[src/iep_pkg.sv]
// Package with register map, field positions and reset values of the interrupt enable and page block
package iep_pkg;

  // ----------------------------------------------------------------
  // Register byte addresses on the APB
  // ----------------------------------------------------------------
  localparam int ADDR_W = 12;
  localparam logic [11:0] ADDR_IE = 12'h000;
  localparam logic [11:0] ADDR_PAGE_CTL = 12'h004;
  localparam logic [11:0] ADDR_PAGE_SEL = 12'h008;
  localparam logic [11:0] ADDR_STATUS = 12'h00C;
  localparam logic [11:0] ADDR_PORT0 = 12'h010;
  localparam logic [11:0] ADDR_PORT_STEP = 12'h004;
  localparam logic [11:0] ADDR_BANK = 12'h020;

  // ----------------------------------------------------------------
  // Interrupt enable register fields
  // ----------------------------------------------------------------
  localparam int IE_GLOBAL_BIT = 7;
  localparam int IE_GP_BIT = 6;
  localparam int IE_T2_BIT = 5;
  localparam int IE_U0_BIT = 4;
  localparam int IE_T1_BIT = 3;
  localparam int IE_X1_BIT = 2;
  localparam int IE_T0_BIT = 1;
  localparam int IE_X0_BIT = 0;
  localparam logic [7:0] IE_RESET = 8'h00;

  // ----------------------------------------------------------------
  // Page control, page select and status fields
  // ----------------------------------------------------------------
  localparam int PAGE_CTL_AUTO_BIT = 0;
  localparam logic PAGE_AUTO_RESET = 1'b1;
  localparam int PAGE_W = 4;
  localparam int NUM_PAGES = 16;
  localparam logic [3:0] PAGE_RESET = 4'h0;
  localparam int NUM_SRC = 6;
  localparam int NUM_PORTS = 4;
  localparam logic [7:0] PORT_RESET = 8'hFF;
  localparam int ST_PAGE_LSB = 0;
  localparam int ST_SAVED_LSB = 4;
  localparam int ST_INSVC_BIT = 8;
  localparam int ST_SRC_LSB = 9;
  localparam int ST_PEND_LSB = 12;

  // Page each source switches to when taken, index equals mask bit position
  localparam logic [5:0][3:0] SRC_PAGE = {4'h2, 4'h0, 4'h1, 4'h0, 4'h0, 4'h0};

endpackage

[src/iep_page_mem.sv]
// Paged register bank: one byte per page, registered read data
`timescale 1ns/100ps
module iep_page_mem
  import iep_pkg::*;
(
  input wire logic clk,
  input wire logic [3:0] rdPage,
  input wire logic wrEn,
  input wire logic [3:0] wrPage,
  input wire logic [7:0] wrData,
  output logic [7:0] rdData
);

  logic [7:0] mem [NUM_PAGES];
  logic [7:0] rdData_ff;

  // ----------------------------------------------------------------
  // Storage
  // ----------------------------------------------------------------
  // No reset on the array keeps it a plain memory
  always_ff @(posedge clk)
  begin
    if (wrEn)
    begin
      mem[wrPage] <= wrData;
    end
  end

  // Write-first so a read right after a write is never stale
  always_ff @(posedge clk)
  begin
    if (wrEn && (wrPage == rdPage))
    begin
      rdData_ff <= wrData;
    end
    else
    begin
      rdData_ff <= mem[rdPage];
    end
  end

  assign rdData = rdData_ff;

endmodule

[src/iep_ctrl.sv]
// Interrupt enable gating, automatic page switching and all-page decode behind an APB slave
`timescale 1ns/100ps
module iep_ctrl
  import iep_pkg::*;
(
  input wire logic clk,
  input wire logic rstn,
  input wire logic psel,
  input wire logic penable,
  input wire logic pwrite,
  input wire logic [11:0] paddr,
  input wire logic [31:0] pwdata,
  output logic [31:0] prdata,
  output logic pready,
  output logic pslverr,
  input wire logic irqTimer0,
  input wire logic irqTimer1,
  input wire logic irqTimer2,
  input wire logic irqUart0,
  input wire logic extIrq0Pin,
  input wire logic extIrq1Pin,
  input wire logic irqReturn,
  output logic irqTaken,
  output logic [2:0] irqSource,
  output logic irqInService,
  output logic [3:0] pageSel,
  output logic [7:0] portOut0,
  output logic [7:0] portOut1,
  output logic [7:0] portOut2,
  output logic [7:0] portOut3
);

  typedef enum logic [2:0] {REG_IE, REG_PCTL, REG_PSEL, REG_STAT, REG_PORT, REG_BANK, REG_NONE} iep_reg_t;

  // ----------------------------------------------------------------
  // Decode helpers
  // ----------------------------------------------------------------
  // Port registers decode on address alone, the page select never enters
  function automatic iep_reg_t decodeReg(input logic [11:0] addr);
    iep_reg_t sel;
    sel = REG_NONE;
    if (addr == ADDR_IE) sel = REG_IE;
    else if (addr == ADDR_PAGE_CTL) sel = REG_PCTL;
    else if (addr == ADDR_PAGE_SEL) sel = REG_PSEL;
    else if (addr == ADDR_STATUS) sel = REG_STAT;
    else if ((addr >= ADDR_PORT0) && (addr < ADDR_BANK) && (addr[1:0] == 2'b00)) sel = REG_PORT;
    else if (addr == ADDR_BANK) sel = REG_BANK;
    return sel;
  endfunction

  // Lowest mask position wins, the classic fixed order
  function automatic logic [2:0] pickSource(input logic [5:0] req);
    logic [2:0] idx;
    idx = 3'h0;
    for (int i = NUM_SRC - 1; i >= 0; i--)
    begin
      if (req[i]) idx = 3'(i);
    end
    return idx;
  endfunction

  logic [7:0] ieReg_ff;
  logic pageAuto_ff;
  logic [3:0] pageSel_ff;
  logic [3:0] nxt_pageSel;
  logic [3:0] savedPage_ff;
  logic inService_ff;
  logic [2:0] source_ff;
  logic taken_ff;
  logic [7:0] portReg_ff [NUM_PORTS];
  logic [31:0] prdata_ff;
  logic pready_ff;
  logic pslverr_ff;
  logic [1:0] ext0Sync_ff;
  logic [1:0] ext1Sync_ff;
  logic [5:0] rawReq;
  logic [5:0] gatedReq;
  logic takeNow;
  logic [2:0] takeSrc;
  logic [3:0] takePage;
  logic setupPhase;
  logic wrDone;
  iep_reg_t setupReg;
  iep_reg_t accessReg;
  logic [1:0] portIdx;
  logic [1:0] accessPortIdx;
  logic [7:0] bankRdData;
  logic bankWr;

  // ----------------------------------------------------------------
  // External inputs come from pins and pass two flops first
  // ----------------------------------------------------------------
  always_ff @(posedge clk or negedge rstn)
  begin
    if (!rstn)
    begin
      ext0Sync_ff <= 2'b00;
      ext1Sync_ff <= 2'b00;
    end
    else
    begin
      ext0Sync_ff <= {ext0Sync_ff[0], extIrq0Pin};
      ext1Sync_ff <= {ext1Sync_ff[0], extIrq1Pin};
    end
  end

  // ----------------------------------------------------------------
  // Request gating
  // ----------------------------------------------------------------
  // Bit 6 is deliberately left out of the gate
  assign rawReq = {irqTimer2, irqUart0, irqTimer1, ext1Sync_ff[1], irqTimer0, ext0Sync_ff[1]};
  assign gatedReq[IE_T2_BIT] = rawReq[IE_T2_BIT] & ieReg_ff[IE_T2_BIT] & ieReg_ff[IE_GLOBAL_BIT];
  assign gatedReq[IE_U0_BIT] = rawReq[IE_U0_BIT] & ieReg_ff[IE_U0_BIT] & ieReg_ff[IE_GLOBAL_BIT];
  assign gatedReq[IE_T1_BIT] = rawReq[IE_T1_BIT] & ieReg_ff[IE_T1_BIT] & ieReg_ff[IE_GLOBAL_BIT];
  assign gatedReq[IE_X1_BIT] = rawReq[IE_X1_BIT] & ieReg_ff[IE_X1_BIT] & ieReg_ff[IE_GLOBAL_BIT];
  assign gatedReq[IE_T0_BIT] = rawReq[IE_T0_BIT] & ieReg_ff[IE_T0_BIT] & ieReg_ff[IE_GLOBAL_BIT];
  assign gatedReq[IE_X0_BIT] = rawReq[IE_X0_BIT] & ieReg_ff[IE_X0_BIT] & ieReg_ff[IE_GLOBAL_BIT];
  assign takeNow = !inService_ff && (|gatedReq);
  assign takeSrc = pickSource(gatedReq);
  assign takePage = SRC_PAGE[takeSrc];

  // ----------------------------------------------------------------
  // Bus phase decode
  // ----------------------------------------------------------------
  assign setupPhase = psel && !penable;
  assign wrDone = psel && penable && pready_ff && pwrite;
  assign setupReg = decodeReg(paddr);
  assign accessReg = decodeReg(paddr);
  assign portIdx = 2'((paddr - ADDR_PORT0) >> 2);
  assign accessPortIdx = portIdx;
  assign bankWr = wrDone && (accessReg == REG_BANK);

  // ----------------------------------------------------------------
  // Interrupt enable register
  // ----------------------------------------------------------------
  // Whole byte is stored, bit 6 simply reads back
  always_ff @(posedge clk or negedge rstn)
  begin
    if (!rstn)
    begin
      ieReg_ff <= IE_RESET;
    end
    else if (wrDone && (accessReg == REG_IE))
    begin
      ieReg_ff <= pwdata[7:0];
    end
  end

  // Auto page control, set at reset until software clears it
  always_ff @(posedge clk or negedge rstn)
  begin
    if (!rstn)
    begin
      pageAuto_ff <= PAGE_AUTO_RESET;
    end
    else if (wrDone && (accessReg == REG_PCTL))
    begin
      pageAuto_ff <= pwdata[PAGE_CTL_AUTO_BIT];
    end
  end

  // ----------------------------------------------------------------
  // Service state and page stack
  // ----------------------------------------------------------------
  // A take outranks a software page write in the same cycle
  always_comb
  begin
    nxt_pageSel = pageSel_ff;
    if (takeNow && pageAuto_ff)
    begin
      nxt_pageSel = takePage;
    end
    else if (irqReturn && inService_ff && pageAuto_ff)
    begin
      nxt_pageSel = savedPage_ff;
    end
    else if (wrDone && (accessReg == REG_PSEL))
    begin
      nxt_pageSel = pwdata[PAGE_W-1:0];
    end
  end

  always_ff @(posedge clk or negedge rstn)
  begin
    if (!rstn)
    begin
      pageSel_ff <= PAGE_RESET;
      savedPage_ff <= PAGE_RESET;
    end
    else
    begin
      pageSel_ff <= nxt_pageSel;
      if (takeNow && pageAuto_ff)
      begin
        savedPage_ff <= (wrDone && (accessReg == REG_PSEL)) ? pwdata[PAGE_W-1:0] : pageSel_ff;
      end
    end
  end

  // One level of service; the return pulse closes it
  always_ff @(posedge clk or negedge rstn)
  begin
    if (!rstn)
    begin
      inService_ff <= 1'b0;
      source_ff <= 3'h0;
      taken_ff <= 1'b0;
    end
    else
    begin
      taken_ff <= takeNow;
      if (takeNow)
      begin
        inService_ff <= 1'b1;
        source_ff <= takeSrc;
      end
      else if (irqReturn)
      begin
        inService_ff <= 1'b0;
      end
    end
  end

  // ----------------------------------------------------------------
  // All-page port registers
  // ----------------------------------------------------------------
  for (genvar p = 0; p < NUM_PORTS; p++)
  begin : g_port
    always_ff @(posedge clk or negedge rstn)
    begin
      if (!rstn)
      begin
        portReg_ff[p] <= PORT_RESET;
      end
      else if (wrDone && (accessReg == REG_PORT) && (accessPortIdx == 2'(p)))
      begin
        portReg_ff[p] <= pwdata[7:0];
      end
    end
  end

  // ----------------------------------------------------------------
  // Paged byte, one per page
  // ----------------------------------------------------------------
  iep_page_mem u_page_mem (
    .clk(clk),
    .rdPage(nxt_pageSel),
    .wrEn(bankWr),
    .wrPage(pageSel_ff),
    .wrData(pwdata[7:0]),
    .rdData(bankRdData)
  );

  // ----------------------------------------------------------------
  // APB answer, zero wait: ready in the first access cycle
  // ----------------------------------------------------------------
  // Unmapped addresses answer zero with an error
  always_ff @(posedge clk or negedge rstn)
  begin
    if (!rstn)
    begin
      prdata_ff <= 32'h0000_0000;
      pready_ff <= 1'b0;
      pslverr_ff <= 1'b0;
    end
    else
    begin
      pready_ff <= setupPhase;
      pslverr_ff <= setupPhase && (setupReg == REG_NONE);
      prdata_ff <= 32'h0000_0000;
      if (setupPhase && !pwrite)
      begin
        unique case (setupReg)
          REG_IE: prdata_ff <= {24'h000000, ieReg_ff};
          REG_PCTL: prdata_ff <= {31'h0, pageAuto_ff};
          REG_PSEL: prdata_ff <= {28'h0, pageSel_ff};
          REG_STAT: prdata_ff <= {14'h0, gatedReq, source_ff, inService_ff, savedPage_ff, pageSel_ff};
          REG_PORT: prdata_ff <= {24'h000000, portReg_ff[portIdx]};
          REG_BANK: prdata_ff <= {24'h000000, bankRdData};
          REG_NONE: prdata_ff <= 32'h0000_0000;
        endcase
      end
    end
  end

  assign prdata = prdata_ff;
  assign pready = pready_ff;
  assign pslverr = pslverr_ff;
  assign irqTaken = taken_ff;
  assign irqSource = source_ff;
  assign irqInService = inService_ff;
  assign pageSel = pageSel_ff;
  assign portOut0 = portReg_ff[0];
  assign portOut1 = portReg_ff[1];
  assign portOut2 = portReg_ff[2];
  assign portOut3 = portReg_ff[3];
endmodule

[config.mk]
export PLATFORM = sky130hd
export DESIGN_NAME = iep_ctrl
export DESIGN_NICKNAME = d
export VERILOG_FILES = /design/src/iep_pkg.sv /design/src/iep_page_mem.sv /design/src/iep_ctrl.sv
export SDC_FILE = /design/constraint.sdc
export NUM_CORES = 1
export LEC_CHECK = 0
export BUFFER_PORTS_ARGS = -buffer_cell sky130_fd_sc_hd__buf_2
export CAP_MARGIN = 20
export CORE_ASPECT_RATIO = 1.2
export CORE_UTILIZATION = 55
export CTS_CLUSTER_DIAMETER = 100
export DETAILED_ROUTE_END_ITERATION = 16
export PLACE_DENSITY = 0.85
export SETUP_SLACK_MARGIN = 0.05
export SYNTH_ARGS = -nofsm -noshare
export SYNTH_HDL_FRONTEND = slang
export SYNTH_SLANG_ARGS = --single-unit
[constraint.sdc]
create_clock -name clk -period 4.3 [get_ports clk]
set_clock_uncertainty 0.1 [all_clocks]
set_input_delay 0.215 -clock clk [delete_from_list [all_inputs] [get_ports clk]]
set_output_delay 0.215 -clock clk [all_outputs]
set_load 0.1 [all_outputs]
; Word level (Yosys, flattened, before mapping)
; Memory sizes are Yosys's and may differ from the RTL's. A register that Yosys moved wholly into a read port is not among the register bits.
; Index checks and enable logic that the tools add are counted.
[word_totals]
output_inout_bits = 75
word_cells = 104
register_bits = 92
input_bits = 56
n_memories = 2
mem_bits_ro = 32
ram_bits = 128
[memory_table]
columns = name, words, word_bits, read_ports, rd_ports_with_merged_regs, write_ports, line_no
row1 = u_page_mem.mem, 16, 8, 1, 1, 1, iep_page_mem.sv:14  ; logic [7:0] mem [NUM_PAGES];
row2 = (no name shown), 8, 4, 1, 0, 0, iep_ctrl.sv:120  ; assign takePage = SRC_PAGE[takeSrc];
[op_classes]
mux = 25
magnitude_cmp = 4
n_addsub = 1
n_eq_ne = 13
bitwise = 13
reduce_logical = 30
[op_table]
columns = cell, count
row1 = 32-bit one-hot mux with 7 select lines, 1
row2 = 3-bit two-way mux, 11
row3 = 32-bit two-way mux, 1
row4 = 12-bit by 4-bit equality test with 1-bit output (second input constant), 2
row5 = 1-bit logical AND, 21
row6 = 8-bit binary-select mux with 2-bit select, 1
row7 = 4-bit two-way mux, 4
row8 = 8-bit two-way mux, 2
row9 = 1-bit AND, 12
row10 = 12-bit by 3-bit equality test with 1-bit output (second input constant), 1
row11 = 12-bit by 6-bit equality test with 1-bit output (second input constant), 1
row12 = 12-bit by 5-bit greater-or-equal comparator with 1-bit output (second input constant), 1
row13 = 12-bit zero test, 1
row14 = 12-bit by 6-bit less-than comparator with 1-bit output (second input constant), 1
row15 = 3-bit equality test (second input constant), 3
row16 = 3-bit by 2-bit equality test with 1-bit output (second input constant), 2
row17 = 6-bit OR reduction, 1
row18 = 2-bit equality test (second input constant), 2
row19 = 2-bit zero test, 2
row20 = 3-bit by 4-bit less-than comparator with 1-bit output (second input constant), 1
row21 = 1-bit two-way mux, 4
row22 = 4-bit by 1-bit subtractor with 4-bit output (second input constant), 1
row23 = 3-bit by 1-bit equality test with 1-bit output (second input constant), 1
row24 = 3-bit greater-or-equal comparator (second input constant), 1
row25 = 6 further kinds, 8

; Depth between registers and ports, before layout
; Gate-level depths: netlist of the first run.
[logic_depth]
ltp_word = 13
depth_mapped = 7
depth_no_buf = 5

; Cells and area by module
; Synthesis of the first run repeated with hierarchy kept, for this count alone.
[unflattened]
hier_cells = 539
area_unflattened_um2 = 8888.5
[by_module_without_submodules]
columns = module, area_per_inst_um2, instances, seq_area_each_um2, cells_each
row1 = iep_page_mem, 5067.4, 1, 3923.8, 225
row2 = iep_ctrl, 3821.2, 1, 1993.2, 314

; Worst setup path after synthesis of the first run
; No wires, ideal clock.
[synth_timing]
path_kind = flip-flop to flip-flop
from = register pready_ff (netlist: pready)
to = memory u_page_mem.mem[0][0] (enable)
period_less_slack_ns = 3.002
arrival_time_ns = 2.519
path_stages_with_launch = 4
setup_time_ns = 0.383
setup_slack_ns = 1.298
n_path_buf = 0
required_ns = 3.817
path_cell_list = dfrtp_1 -> nand4_1 -> or4b_1 -> nor3_1
[synth_via]
elab_chain_len = 5
[synth_rtl]
columns = item, line_no
row1 = from (decl), iep_ctrl.sv:72  ; logic pready_ff;
row2 = from (signal assigned), iep_ctrl.sv:268  ; pready_ff <= setupPhase;
row3 = 1-bit logical AND (2 in a row), iep_ctrl.sv:126  ; assign wrDone = psel && penable && pready_ff && pwrite;
row4 = 1-bit logical AND, iep_ctrl.sv:131  ; assign bankWr = wrDone && (accessReg == REG_BANK);
row5 = 1-bit two-way mux, iep_page_mem.sv:23  ; if (wrEn)
row6 = 1-bit two-way mux (implied by the code), iep_page_mem.sv:25  ; mem[wrPage] <= wrData;
row7 = to (decl), iep_page_mem.sv:14
; Every way passes these cells.

==> impl_results.md, run 1 <==
- Initial antenna violation count: 0
- CTS sink count: 210
- Post-synthesis register bit count: 210
- Final setup vio count: 0
- Core box area: 0.0152 mm²
- Setup TNS Final: 0 ps
- Die width: 117 µm
- Most common cell after layout, fill and taps aside: edfxtp_1
- NumNets Final: between 600 and 700
- Final Non-Filler Cells: 850
- Final hold vios: 0
- Post-Synth XOR/XNOR Area: 0%
- CP peak stage delay: 840 ps
- PD cells: roughly 400 mW/mm²
- Place WS: 1300 ps
- Kind of critical path: reg -> reg
- Cell area after placement: just over 0.009 mm²
- Crit path max fanout: 20
- Worst slew pin tran: just under 1000 ps
- Maximum root-to-sink buffer count: 3
- Die area: between 0.015 and 0.02 mm²
- Drt via density: roughly 6.2
- Post-synthesis compound-gate area fraction: 5.19%
- Number of warnings issued by yosys: 0
- RD Place Congestion: between 0.8 and 0.9
- CP Capture Type: flop
- Cell area after layout: around 0.01 mm²
- Max Freq: ~360 MHz
- Vias in the first global route: ~5.4k
- Status: finished, final reports clean
- CTS root buf: clkbuf_16
- Post-Syn Instances: between 500 and 600
- CTS tree: yes
- PortBufs: 92
- Layout cells sized above 1: 38.1%
- Critical-path cell list: buf_4, mux4_2, a22oi_1, nand2_1, a21oi_1, nor2_1
- IO Pins: around 130
- Fraction of registers with async set/reset: 37.1%
- Gr ovfl total: 0
- Die height: 139 µm
- Most frequent cells in the layout: edfxtp_1, buf_2, dfrtp_1
- CP top delay family: flip-flops
- Largest family of logic cells by synthesized area: multiplexers
- Max VDD drop: about 0.00035 V
- DR pass1 iterations: 7
- Mux share of post-synthesis cell area: between 15 and 20%
- WL final: a little over 20000 µm
- Slowest cell on crit path: dfxtp_1
- WL per Instance: 23.9 µm
- Postcts setup bufs: 0
- Worst setup margin: about 1500 ps
- Synth Area in Simple Gates: 7.34%
- CTS clock-pin slew for the worst setup and hold paths: about 60 ps
- CTS Buf Count: 20
- Starting DRC count in detailed routing: ~600
- Worst path buffer plus inverter count: 1
- Via Count: ~5.3k
- Total track usage: 26.2%
- Clock H-tree levels: 1
- Synth unique cells: 52
- Number of synthesized flops with an enable pin: between 100 and 150
- CP startpoint kind: flop
- Fillers: a little over 1k
- Worst-Skew Late Latency: roughly 490 ps
- Ys flop type: edfxtp_1
- Antenna cells: 0
- First-pass GRT wire length: ~31000 µm
- Seq/Total Area, Yosys: between 60 and 70%
- Adder-Cell Fraction of Synth Area: 0%
- Power Total: ~0.0040 W
- Required @ worst endpoint: 4550 ps
- Slew Limit Fails: 0
- Max-Cap Viols: 0
- Min-delay worst type: in -> reg
- Largest net degree at the start of global routing: 79
- Placed cells: 801
- Synthesized cell area: around 0.0087 mm²
- Avg Inst Size Synth: ~17 µm²
- RSZ-0062 raised after global routing: no
- Lkg Pwr: around 3.9 nW
- Num rows: a little under 50
- Worst Path Arrival: 3050 ps
- Post-route ant nets: 0
- Fin crit period: between 2000 and 3000 ps
- Worst relative slew slack: a little over a third
- Hpwl dp: about 13000 µm
- Final period util: between 60% and 70%
- DRC errors left: 0
- Area grow syn2layout: 15.6%
- Initial core utilization: around 57%
==> stage by stage <==
stage          utilization (%)  hold WS, ps
4_1_cts                   65.7         63.9
5_1_grt                   65.8         83.0
3_3_place_gp              60.9          225
2_1_floorplan                -         -181
3_5_place_dp              60.9          225
6_report                  65.8         89.0
==> layout make-up <==
cell class / count / area (µm²) / area share [%]
clock buffers: 29 / 577 / 5.76
clock inverters: 7 / 33.8 / 0.338
inverters: 7 / 26.3 / 0.263
multi-input cells: 283 / 2560 / 25.5
flip-flops and latches: 210 / 5920 / 59.1
well taps: 204 / 255 / 2.55
repair buffers: 110 / 641 / 6.40
==> sequential cells by signal (all words and copies together) (netlist names), 3 cells and up, named ones only <==
signal / cells
u_page_mem.mem: 128
prdata: 18
ieReg_ff: 8
portOut0: 8
portOut1: 8
portOut2: 8
portOut3: 8
pageSel: 4
savedPage_ff: 4
irqSource: 3
==> path summary, 6_finish.rpt <==
path | depth (start not counted) | to | slack [ps] | from
min in group asynchronous | 2 | prdata[3] | 320 | rstn
hold / removal | 1 | u_page_mem.mem[0][7] | 90 | pwdata[7]
hold reg to reg | 0 | ext1Sync_ff[1] | 250 | ext1Sync_ff[0]
max in group asynchronous | 2 | prdata[0] | 3160 | rstn
setup / recovery | 6 | prdata[1] | 1510 | flop
setup reg to reg | 6 | prdata[1] | 1510 | flop
==> timing repair <==
item                                   in CTS  in global routing
hold buffers                               12                  0
setup endpoints to repair                   0                  0
gates resized for setup                     0                  0
endpoints found under the hold margin      54                  0
==> cell usage after synthesis (3+ instances only) <==
library cell  number  area share [%]
a2bb2oi_1          4            0.40
mux2i_1            6            0.69
clkbuf_1          13            0.56
buf_4             14             1.2
mux2_2            34             4.4
buf_2              6            0.35
mux4_2            38             9.9
dfrtp_1           45              13
inv_1              7            0.30
dfstp_2           33              10
nor2b_1            4            0.29
dfxtp_1            4            0.93
nand2b_1           8            0.58
buf_1              3            0.13
nand3b_1           3            0.26
nand4_1            5            0.36
and3_1             4            0.29
a211oi_1           3            0.26
and2_1             6            0.43
a21oi_1           10            0.58
o21ai_0           16            0.93
o22ai_1            5            0.36
nand2_1           26             1.1
mux2_4             8             1.4
a22oi_1           16             1.4
edfxtp_1         128              44
nor2_1            37             1.6
nor3_1             8            0.46
==> power by group <==
group / internal [W] / switching [W]
registers: 0.00215 / 0.00000152
clock network: 0.000935 / 0.000706
logic: 0.0000294 / 0.000131
==> metal layers <==
metal,wire (µm),share of wire [%],track usage (%)
met2,10600,52,42.9
met5,0,0,0
met3,1360,6.7,3.88
met1,7620,38,35.7
met4,699,3.4,10.1
==> cell families (layout without fill, tap and decap cells) <==
kind of cell,after synthesis,after routing
other,1,14
buffers and inverters,44,153
AOI/OAI and AO/OA,66,66
DFF,210,210
and+or+nand+nor,117,117
muxes,86,86
Power figures use the tool's default switching activity.
==> inputs of run 2 (changes only) <==
==> constraint.sdc (replaced) <==
create_clock -name clk -period 2.89 [get_ports clk]
set_clock_uncertainty 0.1 [all_clocks]
set_input_delay 0.1445 -clock clk [delete_from_list [all_inputs] [get_ports clk]]
set_output_delay 0.1445 -clock clk [all_outputs]
set_load 0.1 [all_outputs]
==> run 2 against run 1 <==
  * Cell count increased by 2.0%
  * Via count increased by 0.19%
  * Fmax grew 15%
  * Utilization grew 0.81 points
  * Clock power increased by 47%
  * Wire length about the same
  * Cell area increased by 1.2%
  * Worst setup slack got worse by 1100 ps
==> impl_results.md, run 2 (synthesis results as in run 1) <==
- Kind of critical path: reg -> reg
- CTS clock-pin slew for the worst setup and hold paths: 60 ps
- Largest net degree at the start of global routing: a little under 80
- Sequential fraction of design power: 54.7%
- Worst hold path startpoint: pwdata[0]
- Vias in the first global route: ~5.6k
- Status: finished, final reports clean
- Lkg Pwr: between 3 and 4 nW
- Hold Path End: u_page_mem.mem[6][0]
- Final setup vio count: 0
- Die height: between 100 and 150 µm
- Cell area after layout: 0.0101 mm²
- Post-route ant nets: 0
- CTS sink count: 210
- Maximum root-to-sink buffer count: 3
- Worst-Skew Late Latency: approximately 500 ps
- IO Pins: roughly 130
- Clock network fraction of design power: around 41%
- WL final: about 20000 µm
- P_sw: ~0.0012 W
- PortBufs: between 90 and 100
- Reg-to-reg slack, setup: approximately 450 ps
- Fin crit period: between 2000 and 2500 ps
- PD cells: just under 600 mW/mm²
- Layout cells sized above 1: slightly below 40%
- Comb pwr share: between 4 and 5%
- Slew Limit Fails: 0
- Final Util: 66.6%
- CTS root buf: clkbuf_16
- Worst Path Arrival: between 2000 and 3000 ps
- CTS Buf Count: 20
- Final hold vios: 0
- Initial antenna violation count: 0
- Gr ovfl total: 0
- Initial core utilization: between 50% and 60%
- Final period util: a little over four fifths
- Hold path depth: 1
- Required @ worst endpoint: roughly 3200 ps
- Die width: roughly 120 µm
- Setup TNS Final: 0 ps
- RD Place Congestion: 0.822
- DR pass1 iterations: 5
- Worst r2r dst: prdata[4]
- Worst relative slew slack: a little under two fifths
- Worst slew pin tran: approximately 940 ps
- Cts repair resizes: 0
- Total track usage: 26.5%
- Via Count: 5297
- CP Capture Type: flop
- Hpwl dp: around 13000 µm
- Max Freq: roughly 410 MHz
- CP startpoint kind: flop
- Most common cell after layout, fill and taps aside: edfxtp_1
- Min-delay worst type: in -> reg
- Die area: 0.0162 mm²
- Core box area: roughly 0.015 mm²
- CTS tree: yes
- Area grow syn2layout: 17.0%
- DRC errors left: 0
- WL per Instance: 23.4 µm
- Largest register by flop count: u_page_mem.mem
- Clock H-tree levels: 1
- First-pass GRT wire length: 31800 µm
- Drt via density: ~6.1
- R2R cell count: 6
- Max-Cap Viols: 0
- Most frequent cells in the layout: edfxtp_1, buf_2, dfrtp_1
- RSZ-0062 raised after global routing: no
- Antenna cells: 0
- Starting DRC count in detailed routing: 473
- Crit path max fanout: 11
- Switching share of total power: approximately a fifth
- Num rows: 49
- Internal power: roughly 0.0046 W
- Fin Hold WS: between 15 and 20 ps
- Cell area after placement: 0.00940 mm²
- Max FFs per register: roughly 130
- Max VDD drop: slightly below 0.0005 V
- NumNets Final: approximately 710
-- run 2: worst max path at each step --
stage,to,slack [ps],cells after the start
global route,prdata[3],370,6
floorplan,u_page_mem.mem[0][0],210,3
detailed placement,prdata[4],480,6
CTS,prdata[4],480,6
finish,prdata[4],450,6
global placement,prdata[4],540,6
-- run 2: what timing repair did --
item | in CTS | in global routing
hold buffers | 13 | 0
setup buffers | 0 | 0
hold endpoints to repair | 58 | 0
-- run 2: area by class of cell --
class,instances,area [µm²]
clock inverter,8,36.3
tap,204,255
sequential,210,5920
clock buffer,28,566
inverter,7,26.3
fill,1013,5070
timing repair buffer,127,771
multi-input combinational,283,2560
-- run 2: power groups by stage --
stage	Clock, W	Sequential, W	Combinational [W]
global placement	0	0.00326	0.000215
finish	0.00241	0.00320	0.000239
CTS	0.00244	0.00320	0.000238
floorplan	0	0.00327	0.000129
global route	0.00253	0.00320	0.000254
detailed placement	0	0.00326	0.000223
-- run 2: metal layers --
metal	vias to the layer above	wire [µm]	global-route usage, %
met4	0	767	10.8
li1	2250	-	-
met5	-	0	0
met2	315	10600	44.6
met1	2681	7430	34.6
met3	51	1480	3.88
-- run 2: worst max-delay path, stage by stage, from the launching register on --
cell,delay [ps]
dfxtp_2,570
buf_4,320
mux4_2,520
a22oi_1,270
nand2_1,130
a2bb2oi_1,310
nor2_1,90
-- run 2: metrics by stage --
stage                     cells  worst slack [ps]  power, W
after global routing        867               375   0.00599
after global placement      818               536   0.00347
after detailed placement    818               484   0.00348
after floorplan             537               214   0.00340
after CTS                   867               480   0.00587
final                       867               449   0.00584
